File: config.mk
export PLATFORM = sky130hd
export DESIGN_NAME = sldiag_top
export DESIGN_NICKNAME = d
export VERILOG_FILES = /design/src/core/sldiag_pkg.sv /design/src/core/sldiag_top.sv
export SDC_FILE = /design/constraint.sdc
export NUM_CORES = 1
export LEC_CHECK = 0
export BUFFER_PORTS_ARGS = -buffer_cell sky130_fd_sc_hd__buf_2
export CAP_MARGIN = 10
export CORE_ASPECT_RATIO = 1.1
export CORE_MARGIN = 2
export CORE_UTILIZATION = 35
export CTS_BUF_LIST = sky130_fd_sc_hd__clkbuf_8 sky130_fd_sc_hd__clkbuf_16
export CTS_CLUSTER_DIAMETER = 50
export DETAILED_ROUTE_END_ITERATION = 8
export PLACE_DENSITY = 0.64
export SETUP_SLACK_MARGIN = 0.02
export SYNTH_ARGS = -nofsm -noshare
export SYNTH_HDL_FRONTEND = slang
export SYNTH_SLANG_ARGS = --single-unit
File: constraint.sdc
create_clock -name clk -period 4.3 [get_ports clk]
set_clock_uncertainty 0.1 [all_clocks]
set_input_delay 0.86 -clock clk [delete_from_list [all_inputs] [get_ports clk]]
set_output_delay 0.86 -clock clk [all_outputs]
set_load 0.05 [all_outputs]
File: src/core/sldiag_pkg.sv
/*
  sldiag_pkg: shared constants and types for the status indicator and
  progress code display block.
  Assumes a single 250 MHz system clock; sldiag_top and the bench files import it.
*/
package sldiag_pkg;
  // clock rate and blink timing
  localparam int unsigned CLK_PERIOD_PS = 4000;
  localparam int unsigned BLINK_HALF_MS = 500;
  localparam longint unsigned BLINK_HALF_CYC = (longint'(BLINK_HALF_MS) * 1000000000) / CLK_PERIOD_PS;
  localparam int unsigned CODE_W = 8;
  localparam logic [7:0] CODE_RST = 8'h00;

  // indicator states, one-hot
  typedef enum logic [4:0] {
    SLDIAG_OFF       = 5'b00001,
    SLDIAG_AMBER_ON  = 5'b00010,
    SLDIAG_AMBER_BLK = 5'b00100,
    SLDIAG_GREEN_BLK = 5'b01000,
    SLDIAG_GREEN_ON  = 5'b10000
  } sldiag_state_e;
endpackage

File: src/core/sldiag_top.sv
/*
  sldiag_top: front-panel two-colour status indicator plus eight-bit
  progress code display.
  The indicator picks the most severe reported condition and drives the
  amber and green dies from registers; the display mirrors the last code.
  Assumes condition inputs are synchronous to clk and that firmware
  pulses code_wr_en for one cycle per code.
  Assumes both indicator dies and all eight display bits light when high.
*/
`timescale 1ns/1ps

module sldiag_top #(
  parameter longint unsigned BLINK_HALF = sldiag_pkg::BLINK_HALF_CYC
) (
  input wire logic clk,
  input wire logic reset_n,
  input wire logic mains_present,
  input wire logic thermal_trip,
  input wire logic nonrec_temp,
  input wire logic nonrec_voltage,
  input wire logic power_fault,
  input wire logic uncorrectable_mem,
  input wire logic fan_redundant_cfg,
  input wire logic fan_redund_lost,
  input wire logic cooling_sufficient,
  input wire logic catastrophic_error,
  input wire logic crit_temp,
  input wire logic crit_voltage,
  input wire logic crit_fan,
  input wire logic regulator_hot,
  input wire logic mgmt_interrupt_timeout,
  input wire logic dimm_err_threshold,
  input wire logic noncrit_temp,
  input wire logic noncrit_voltage,
  input wire logic noncrit_fan,
  input wire logic psu_predictive_fail,
  input wire logic channel_err_threshold,
  input wire logic mem_unusable,
  input wire logic multi_dimm_installed,
  input wire logic system_ready,
  input wire logic code_wr_en,
  input wire logic [sldiag_pkg::CODE_W-1:0] code_wr_data,
  output logic led_amber,
  output logic led_green,
  output logic [sldiag_pkg::CODE_W-1:0] post_indicator
);
  import sldiag_pkg::*;

  localparam logic [31:0] HALF_M1 = 32'(BLINK_HALF - 1);

  logic fatal;
  logic alarm;
  logic degraded;
  logic redund_active;
  logic redund_fatal;
  logic redund_degr;
  logic mem_degr;
  sldiag_state_e state_d;
  sldiag_state_e state_q;
  logic [31:0] div_q;
  logic blink_q;
  logic [CODE_W-1:0] code_q;

  // redundancy inputs mean nothing on non-redundant builds
  assign redund_active = fan_redundant_cfg & fan_redund_lost;
  assign redund_fatal = redund_active & ~cooling_sufficient;
  assign redund_degr = redund_active & cooling_sufficient;
  // a single module cannot leave memory unused in a degraded sense
  assign mem_degr = mem_unusable & multi_dimm_installed;

  // fatal group: the system has failed or shut down
  assign fatal = thermal_trip
                 | nonrec_temp
                 | nonrec_voltage
                 | power_fault
                 | uncorrectable_mem
                 | redund_fatal;

  // non-fatal alarm group: failure is likely
  assign alarm = catastrophic_error
                 | crit_temp
                 | crit_voltage
                 | crit_fan
                 | regulator_hot
                 | mgmt_interrupt_timeout
                 | dimm_err_threshold;

  // degraded group: running on reduced margin
  assign degraded = noncrit_temp
                    | noncrit_voltage
                    | noncrit_fan
                    | redund_degr
                    | psu_predictive_fail
                    | channel_err_threshold
                    | mem_degr;

  // severity priority; conditions reported without mains still light the panel
  always_comb begin
    if (fatal) begin
      state_d = SLDIAG_AMBER_ON;
    end else if (alarm) begin
      state_d = SLDIAG_AMBER_BLK;
    end else if (degraded) begin
      state_d = SLDIAG_GREEN_BLK;
    end else if (mains_present && system_ready) begin
      state_d = SLDIAG_GREEN_ON;
    end else begin
      state_d = SLDIAG_OFF;
    end
  end

  // registered state keeps the outputs glitch free
  always_ff @(posedge clk or negedge reset_n) begin
    if (!reset_n) begin
      state_q <= SLDIAG_OFF;
    end else begin
      state_q <= state_d;
    end
  end

  // severity selection checks, one edge after the inputs are sampled
  chk_fatal_state: assert property (@(posedge clk) disable iff (!reset_n)
    fatal |=> state_q == SLDIAG_AMBER_ON)
    else $error("fatal condition did not select steady amber");
  chk_redund_ignore: assert property (@(posedge clk) disable iff (!reset_n)
    (!fan_redundant_cfg && fan_redund_lost && !cooling_sufficient && !thermal_trip && !nonrec_temp
     && !nonrec_voltage && !power_fault && !uncorrectable_mem) |=> state_q != SLDIAG_AMBER_ON)
    else $error("redundancy input honoured on non-redundant system");
  chk_alarm_state: assert property (@(posedge clk) disable iff (!reset_n)
    (alarm && !fatal) |=> state_q == SLDIAG_AMBER_BLK)
    else $error("alarm did not select blinking amber");
  chk_degr_state: assert property (@(posedge clk) disable iff (!reset_n)
    (degraded && !fatal && !alarm) |=> state_q == SLDIAG_GREEN_BLK)
    else $error("degraded condition did not blink green");
  chk_redund_degr: assert property (@(posedge clk) disable iff (!reset_n)
    (fan_redundant_cfg && fan_redund_lost && cooling_sufficient && !fatal && !alarm) |=> state_q == SLDIAG_GREEN_BLK)
    else $error("cooled redundancy loss did not blink green");
  chk_mem_multi: assert property (@(posedge clk) disable iff (!reset_n)
    (mem_unusable && multi_dimm_installed && !fatal && !alarm) |=> state_q == SLDIAG_GREEN_BLK)
    else $error("unusable memory with several modules did not blink green");
  chk_mem_single: assert property (@(posedge clk) disable iff (!reset_n)
    (mem_unusable && !multi_dimm_installed && !fatal && !alarm && !noncrit_temp && !noncrit_voltage
     && !noncrit_fan && !redund_active && !psu_predictive_fail && !channel_err_threshold) |=> state_q != SLDIAG_GREEN_BLK)
    else $error("memory degradation flagged with one module");
  chk_unready_off: assert property (@(posedge clk) disable iff (!reset_n)
    (!system_ready && !fatal && !alarm && !degraded) |=> state_q == SLDIAG_OFF)
    else $error("unready system left the indicator lit");
  chk_degr_over_ok: assert property (@(posedge clk) disable iff (!reset_n)
    (degraded && !fatal && !alarm && mains_present && system_ready) |=> state_q == SLDIAG_GREEN_BLK)
    else $error("ready state hid a degraded condition");
  chk_alarm_over_degr: assert property (@(posedge clk) disable iff (!reset_n)
    (alarm && degraded && !fatal) |=> state_q == SLDIAG_AMBER_BLK)
    else $error("degraded condition hid an alarm");
  chk_prio_order: assert property (@(posedge clk) disable iff (!reset_n)
    (fatal && alarm && degraded) |=> state_q == SLDIAG_AMBER_ON)
    else $error("severity priority not kept");
  chk_onehot_state: assert property (@(posedge clk) disable iff (!reset_n)
    $onehot(state_q))
    else $error("indicator state lost its one-hot code");

  // free-running divider; blink phase shared by both colours
  always_ff @(posedge clk or negedge reset_n) begin
    if (!reset_n) begin
      div_q <= 32'h0;
      blink_q <= 1'b0;
    end else if (div_q >= HALF_M1) begin
      div_q <= 32'h0;
      blink_q <= ~blink_q;
    end else begin
      div_q <= div_q + 32'h1;
    end
  end

  // divider checks; the >= compare also wraps a counter knocked past the end
  chk_blink_rate: assert property (@(posedge clk) disable iff (!reset_n)
    $changed(blink_q) |-> $past(div_q) == HALF_M1)
    else $error("blink toggled off the divider period");
  chk_div_range: assert property (@(posedge clk) disable iff (!reset_n)
    div_q <= HALF_M1)
    else $error("blink divider ran past its end");
  chk_blink_hold: assert property (@(posedge clk) disable iff (!reset_n)
    (div_q != HALF_M1) |=> $stable(blink_q))
    else $error("blink phase moved mid period");

  // colour drive from the state and the blink phase
  always_ff @(posedge clk or negedge reset_n) begin
    if (!reset_n) begin
      led_amber <= 1'b0;
      led_green <= 1'b0;
    end else begin
      unique case (state_q)
        SLDIAG_OFF: begin
          led_amber <= 1'b0;
          led_green <= 1'b0;
        end
        SLDIAG_AMBER_ON: begin
          led_amber <= 1'b1;
          led_green <= 1'b0;
        end
        SLDIAG_AMBER_BLK: begin
          led_amber <= blink_q;
          led_green <= 1'b0;
        end
        SLDIAG_GREEN_BLK: begin
          led_amber <= 1'b0;
          led_green <= blink_q;
        end
        SLDIAG_GREEN_ON: begin
          led_amber <= 1'b0;
          led_green <= 1'b1;
        end
        default: begin
          led_amber <= 1'b0;
          led_green <= 1'b0;
        end
      endcase
    end
  end

  // colour checks: inputs reach the dies two edges after they are sampled
  chk_fatal_amber: assert property (@(posedge clk) disable iff (!reset_n)
    fatal |-> ##2 (led_amber && !led_green))
    else $error("fatal condition did not give steady amber");
  chk_redund_fatal: assert property (@(posedge clk) disable iff (!reset_n)
    (fan_redundant_cfg && fan_redund_lost && !cooling_sufficient) |-> ##2 (led_amber && !led_green))
    else $error("uncooled redundancy loss did not give steady amber");
  chk_alarm_amber: assert property (@(posedge clk) disable iff (!reset_n)
    (alarm && !fatal) |-> ##2 !led_green)
    else $error("alarm lit the green die");
  chk_green_ready: assert property (@(posedge clk) disable iff (!reset_n)
    (mains_present && system_ready && !fatal && !alarm && !degraded) |-> ##2 (led_green && !led_amber))
    else $error("ready system not steady green");
  chk_degr_no_amber: assert property (@(posedge clk) disable iff (!reset_n)
    (degraded && !fatal && !alarm) |-> ##2 !led_amber)
    else $error("degraded condition lit the amber die");
  chk_dark_idle: assert property (@(posedge clk) disable iff (!reset_n)
    (!mains_present && !fatal && !alarm && !degraded) |-> ##2 (!led_amber && !led_green))
    else $error("indicator lit while idle without mains");
  chk_off_led: assert property (@(posedge clk) disable iff (!reset_n)
    state_q == SLDIAG_OFF |=> (!led_amber && !led_green))
    else $error("off state lit a die");
  chk_steady_amber_led: assert property (@(posedge clk) disable iff (!reset_n)
    state_q == SLDIAG_AMBER_ON |=> (led_amber && !led_green))
    else $error("steady amber state not shown");
  chk_steady_green_led: assert property (@(posedge clk) disable iff (!reset_n)
    state_q == SLDIAG_GREEN_ON |=> (led_green && !led_amber))
    else $error("steady green state not shown");
  chk_amber_blink_led: assert property (@(posedge clk) disable iff (!reset_n)
    state_q == SLDIAG_AMBER_BLK |=> (led_amber == $past(blink_q) && !led_green))
    else $error("amber die not following the blink phase");
  chk_green_blink_led: assert property (@(posedge clk) disable iff (!reset_n)
    state_q == SLDIAG_GREEN_BLK |=> (led_green == $past(blink_q) && !led_amber))
    else $error("green die not following the blink phase");

  // progress code latch; held across a hang until the next write
  always_ff @(posedge clk or negedge reset_n) begin
    if (!reset_n) begin
      code_q <= CODE_RST;
    end else if (code_wr_en) begin
      code_q <= code_wr_data;
    end
  end

  // bit seven drives the top indicator, bit zero the bottom one
  always_ff @(posedge clk or negedge reset_n) begin
    if (!reset_n) begin
      post_indicator <= CODE_RST;
    end else begin
      post_indicator <= code_q;
    end
  end

  // progress code checks; a code lands on the display two edges after its write
  chk_code_show: assert property (@(posedge clk) disable iff (!reset_n)
    code_wr_en |-> ##2 post_indicator == $past(code_wr_data, 2))
    else $error("written code not displayed");
  chk_code_hold: assert property (@(posedge clk) disable iff (!reset_n)
    !code_wr_en |=> code_q == $past(code_q))
    else $error("progress code changed without a write");
  chk_post_hold: assert property (@(posedge clk) disable iff (!reset_n)
    (!code_wr_en && !$past(code_wr_en)) |=> $stable(post_indicator))
    else $error("display moved without a write");
  chk_bit_order: assert property (@(posedge clk) disable iff (!reset_n)
    post_indicator[7] == $past(code_q[7]) && post_indicator[0] == $past(code_q[0]))
    else $error("indicator bit order wrong");
  chk_code_mirror: assert property (@(posedge clk) disable iff (!reset_n)
    post_indicator == $past(code_q))
    else $error("display does not mirror the latched code");

  // main scenarios worth seeing at least once
  cov_amber_blink: cover property (@(posedge clk) disable iff (!reset_n) state_q == SLDIAG_AMBER_BLK && $changed(blink_q));
  cov_green_blink: cover property (@(posedge clk) disable iff (!reset_n) state_q == SLDIAG_GREEN_BLK && $changed(blink_q));
  cov_fatal_over: cover property (@(posedge clk) disable iff (!reset_n) fatal && alarm);
  cov_code_write: cover property (@(posedge clk) disable iff (!reset_n) code_wr_en ##1 code_wr_en);
  cov_mem_degr: cover property (@(posedge clk) disable iff (!reset_n) state_q == SLDIAG_GREEN_BLK && mem_degr);
endmodule

# ---- Word level (Yosys, flattened, before mapping)
# Index checks and enable logic that the tools add are counted.
dict set report word_totals {
  register_bits 56
  in_bits 35
  output_inout_bits 10
  word_cells 44
}
dict set report classes {
  n_addsub 1
  order_cmp 1
  n_eq_ne 4
  muxes 7
  bitwise 23
  reduce_logical 1
}
# op n
set op_table {}
lappend op_table {{$add 32x1->32 const B} 1}
lappend op_table {{$ge 32x27->1 const B} 1}
lappend op_table {{$mux 32} 1}
lappend op_table {{$mux 5} 4}
lappend op_table {{$or 1x1->1} 17}
lappend op_table {{$eq 5x2->1 const B} 1}
lappend op_table {{$eq 5x3->1 const B} 1}
lappend op_table {{$eq 5x4->1 const B} 1}
lappend op_table {{$eq 5x5->1 const B} 1}
lappend op_table {{$and 1x1->1} 4}
lappend op_table {{$pmux 1 s2} 2}
lappend op_table {{$not 1->1} 2}
lappend op_table {{$logic_and 1x1->1} 1}

# ---- Longest topological paths before layout
dict set report depth {
  depth_word 9
  mapped_depth 7
  mapped_depth_nobuf 5
}

# ---- Worst setup path after synthesis
# OpenSTA, ideal clock, no wires.
dict set report synth_path {
  kind {input to register}
  from {input crit_fan}
  to {register state_q[0]}
  setup_ns 0.084
  arrival_ns 1.897
  required_time_ns 4.116
  setup_slack_ns 2.219
  cell_stages 4
  path_buffers 0
  cell_sequence {or4_1 nor4_1 nand2b_1 nor3b_1}
}
dict set report synth_via {
  elab_chain_cells 6
}
# item line_no
set synth_lines {}
lappend synth_lines {{start, declared} sldiag_top.sv:29} ;# input wire logic crit_fan,
lappend synth_lines {{$or 1x1->1} sldiag_top.sv:83} ;# | crit_fan
lappend synth_lines {{$or 1x1->1} sldiag_top.sv:84} ;# | regulator_hot
lappend synth_lines {{$or 1x1->1} sldiag_top.sv:85} ;# | mgmt_interrupt_timeout
lappend synth_lines {{$or 1x1->1} sldiag_top.sv:86} ;# | dimm_err_threshold;
lappend synth_lines {{$mux 5} sldiag_top.sv:101} ;# end else if (alarm) begin
lappend synth_lines {{$mux 5} sldiag_top.sv:99} ;# if (fatal) begin
lappend synth_lines {{net state_d[0]} sldiag_top.sv:58} ;# sldiag_state_e state_d;
lappend synth_lines {{end signal, assigned} sldiag_top.sv:117} ;# state_q <= state_d;
lappend synth_lines {{end, declared} sldiag_top.sv:59} ;# sldiag_state_e state_q;
# The timed path passes the listed nets, and every way through them passes these cells.
# A chain may end at the register's enable or synchronous reset.

# ---- Worst setup path in the final report
dict set report layout_path {
  from {register div_q[2]}
  to {register blink_q}
}
dict set report layout_via {
  elab_chain_cells 1
}
# item line_no
set layout_lines {}
lappend layout_lines {{start, declared} sldiag_top.sv:60} ;# logic [31:0] div_q;
lappend layout_lines {{start signal, assigned} sldiag_top.sv:170} ;# div_q <= div_q + 32'h1;
lappend layout_lines {{$ge 32x27->1} sldiag_top.sv:166} ;# end else if (div_q >= HALF_M1) begin
lappend layout_lines {{end signal, assigned} sldiag_top.sv:168} ;# blink_q <= ~blink_q;
lappend layout_lines {{end, declared} sldiag_top.sv:61} ;# logic blink_q;
# Every way passes these cells.

==> flow_summary.json <==
{
  "status": "finished clean",
  "critPathTopFamily": "compound AO/OA/AOI/OAI gates",
  "clk_pin_slew_ns": 0.10,
  "cts_tree": "built",
  "min_period_over_period_pct": 56.12,
  "cts_sinks": 56,
  "wl_met2_um": 1871,
  "ant_nets": 0,
  "ios": 45,
  "ir_drop_uv": 293.2,
  "finalNonFillerCells": 343,
  "p_total_uw": 934.8,
  "syn_area_mm2": 0.002360,
  "worst-path-buf-inv": 0,
  "grt_pass1_wl_um": 6651,
  "crit_chain": "and3_1 > nand3_1 > a211o_1 > a31oi_4 > xor2_1",
  "synth_edf_count": 0,
  "vias_per_cell": 4.706,
  "drive_gt1_share_pct": 26.05,
  "setup_viol": 0,
  "whs_ns": 0.2807,
  "setup.worst_path.start_class": "flip-flop",
  "clk_path_buf_depth": 2,
  "hold_violations": 0,
  "dp_hpwl_um": 2761,
  "cts-root-buf": "clkbuf_8",
  "portBuffers": 44,
  "worst_pin_slew_ns": 0.7618,
  "critical_path.max_stage_delay_ns": 0.62,
  "wl_met1_um": 1685,
  "track_usage_pct": 11.61,
  "grt_setup_unrepaired": "false",
  "synth_seq_cells": 56,
  "hp-class": "reg2reg",
  "ys.flop_type": "dfrtp_1",
  "overflow": 0,
  "die_x_um": 82.29,
  "nets": 296,
  "syn_to_final_growth_pct": 16.97,
  "fin_tns_setup_ns": 0,
  "yosys_warnings": 0,
  "max_clock_freq_mhz": 414.4,
  "period_minus_slack_ns": 2.413,
  "synth.distinct_cells": 34,
  "slew_violations": 0,
  "post_cts_resized": 0,
  "mostFrequentLayoutCells": "55 x dfrtp_1, 44 x buf_2, 35 x nor2_1",
  "cp_slowest_cell": "a31oi_4",
  "synthCells": 210,
  "dp_cells": 335,
  "cap_violations": 0,
  "slew_headroom_pct": 49.21,
  "topRoutingLayerUsed": "met4",
  "diodes": 0,
  "wl_met3_um": 213,
  "ys_async_sr_fraction_pct": 100.0,
  "avgSynthCellArea_um2": 11.24,
  "route.detailed.drc": 0,
  "vias": 1614,
  "endpoint_kind": "flip-flop",
  "utilization_pct": 42.11,
  "htreeDepth": 2,
  "clock_latency_ns": 0.31,
  "wl_um": 3835,
  "dr.pass1.iters": 4,
  "layout_commonest_cell": "dfrtp_1",
  "grt_max_degree": 33,
  "grt_pass1_vias": 1566,
  "drt_iter0_drc": 54,
  "die_y_um": 90.12,
  "worstPathMaxFanout": 28,
  "dieArea_mm2": 0.007416,
  "antenna_found_initial": 0,
  "postCtsSetupBuffers": 0,
  "required_ns": 4.36,
  "gp_congestion": 0.7701,
  "fp-row-count": 31,
  "yosysSeqAreaShare_pct": 59.44,
  "cts_made_buffers": 5,
  "leakagePower_nw": 1.138,
  "core_area_mm2": 0.006555,
  "path_class": "reg2reg",
  "avgRoutedWirePerCell_um": 11.18,
  "initial_utilization_pct": 36.00,
  "cts_hold_buf": 0,
  "cp.arrival_ns": 2.47,
  "power_density_mw_per_mm2": 338.7
}
[state kept, by name, summed over array words and instances, names as in the netlist]
| register | cells |
|---|---|
| div_q | 32 |
| code_q | 8 |
| post_indicator | 8 |
| state_q | 5 |
| blink_q | 1 |
| led_amber | 1 |
| led_green | 1 |
[cells in the mapped netlist (all sizes together), types with 2 or more instances]
library cell	n	area [um^2]
nor3	9	45.04
a31oi	2	27.53
or2	2	12.51
dfrtp	55	1376
a211oi	2	15.01
and3	4	25.02
nand4	2	12.51
nand2	11	41.29
xor2	7	61.31
and4	2	17.52
mux2	10	112.6
inv	5	18.76
xnor2	17	148.9
clkbuf	2	7.510
a21oi	2	10.01
buf	4	32.53
nor2	35	131.4
or4	2	15.01
nand3	14	70.07
nor2b	2	12.51
nor4	11	68.82
[report_power, final]
group	leakage (nW)	total, mW	internal [mW]	switching (mW)
logic	0.371	0.0819	0.0281	0.0537
registers	0.718	0.560	0.549	0.0107
clock network	0.0487	0.293	0.119	0.174
[kinds of logic (layout without fill, tap and decap cells)]
logic type	Yosys count	after routing	share of synthesized area [%]
buf+inv	11	58	2.492
mux	10	10	4.772
fa+ha+maj	1	1	0.5301
simple gates	96	96	19.72
flops	56	56	59.44
xor+xnor	24	24	8.908
compound gates	11	11	3.977
other cells	1	5	0.1589
[per-layer routing]
layer / GRT usage, % / vias to the layer above
li1: - / 815
met1: 14.00 / 754
met2: 19.22 / 41
met3: 3.514 / 4
met4: 4.167 / 0
met5: 0 / -
[metrics by stage]
stage,worst slack [ns],cell area (um^2)
3_5_place_dp,1.860,2665
2_1_floorplan,2.219,2375
4_1_cts,1.857,2760
6_report,1.887,2760
3_3_place_gp,1.945,2665
5_1_grt,1.676,2760
[cell type report]
type | count | area, um^2
clock buffers | 5 | 68.82
repair buffers | 45 | 227.7
flip-flops and latches | 56 | 1403
multi-input cells | 147 | 913.4
clock inverters | 3 | 26.28
well taps | 82 | 102.6
fillers | 619 | 3795
inverters | 5 | 18.77
[path summary, 6_finish.rpt]
kind	startpoint	endpoint	slack, ns	depth (start not counted)
worst min register to register	code_q[4]	post_indicator[4]	0.28	0
min in group asynchronous	reset_n	div_q[13]	0.48	1
worst max register to register	div_q[2]	blink_q	1.89	5
worst min-delay path	code_q[4]	post_indicator[4]	0.28	0
max in group asynchronous	reset_n	state_q[0]	2.80	2
worst max-delay path	div_q[2]	blink_q	1.89	5
Note: power is estimated with default switching activity, not from simulation.
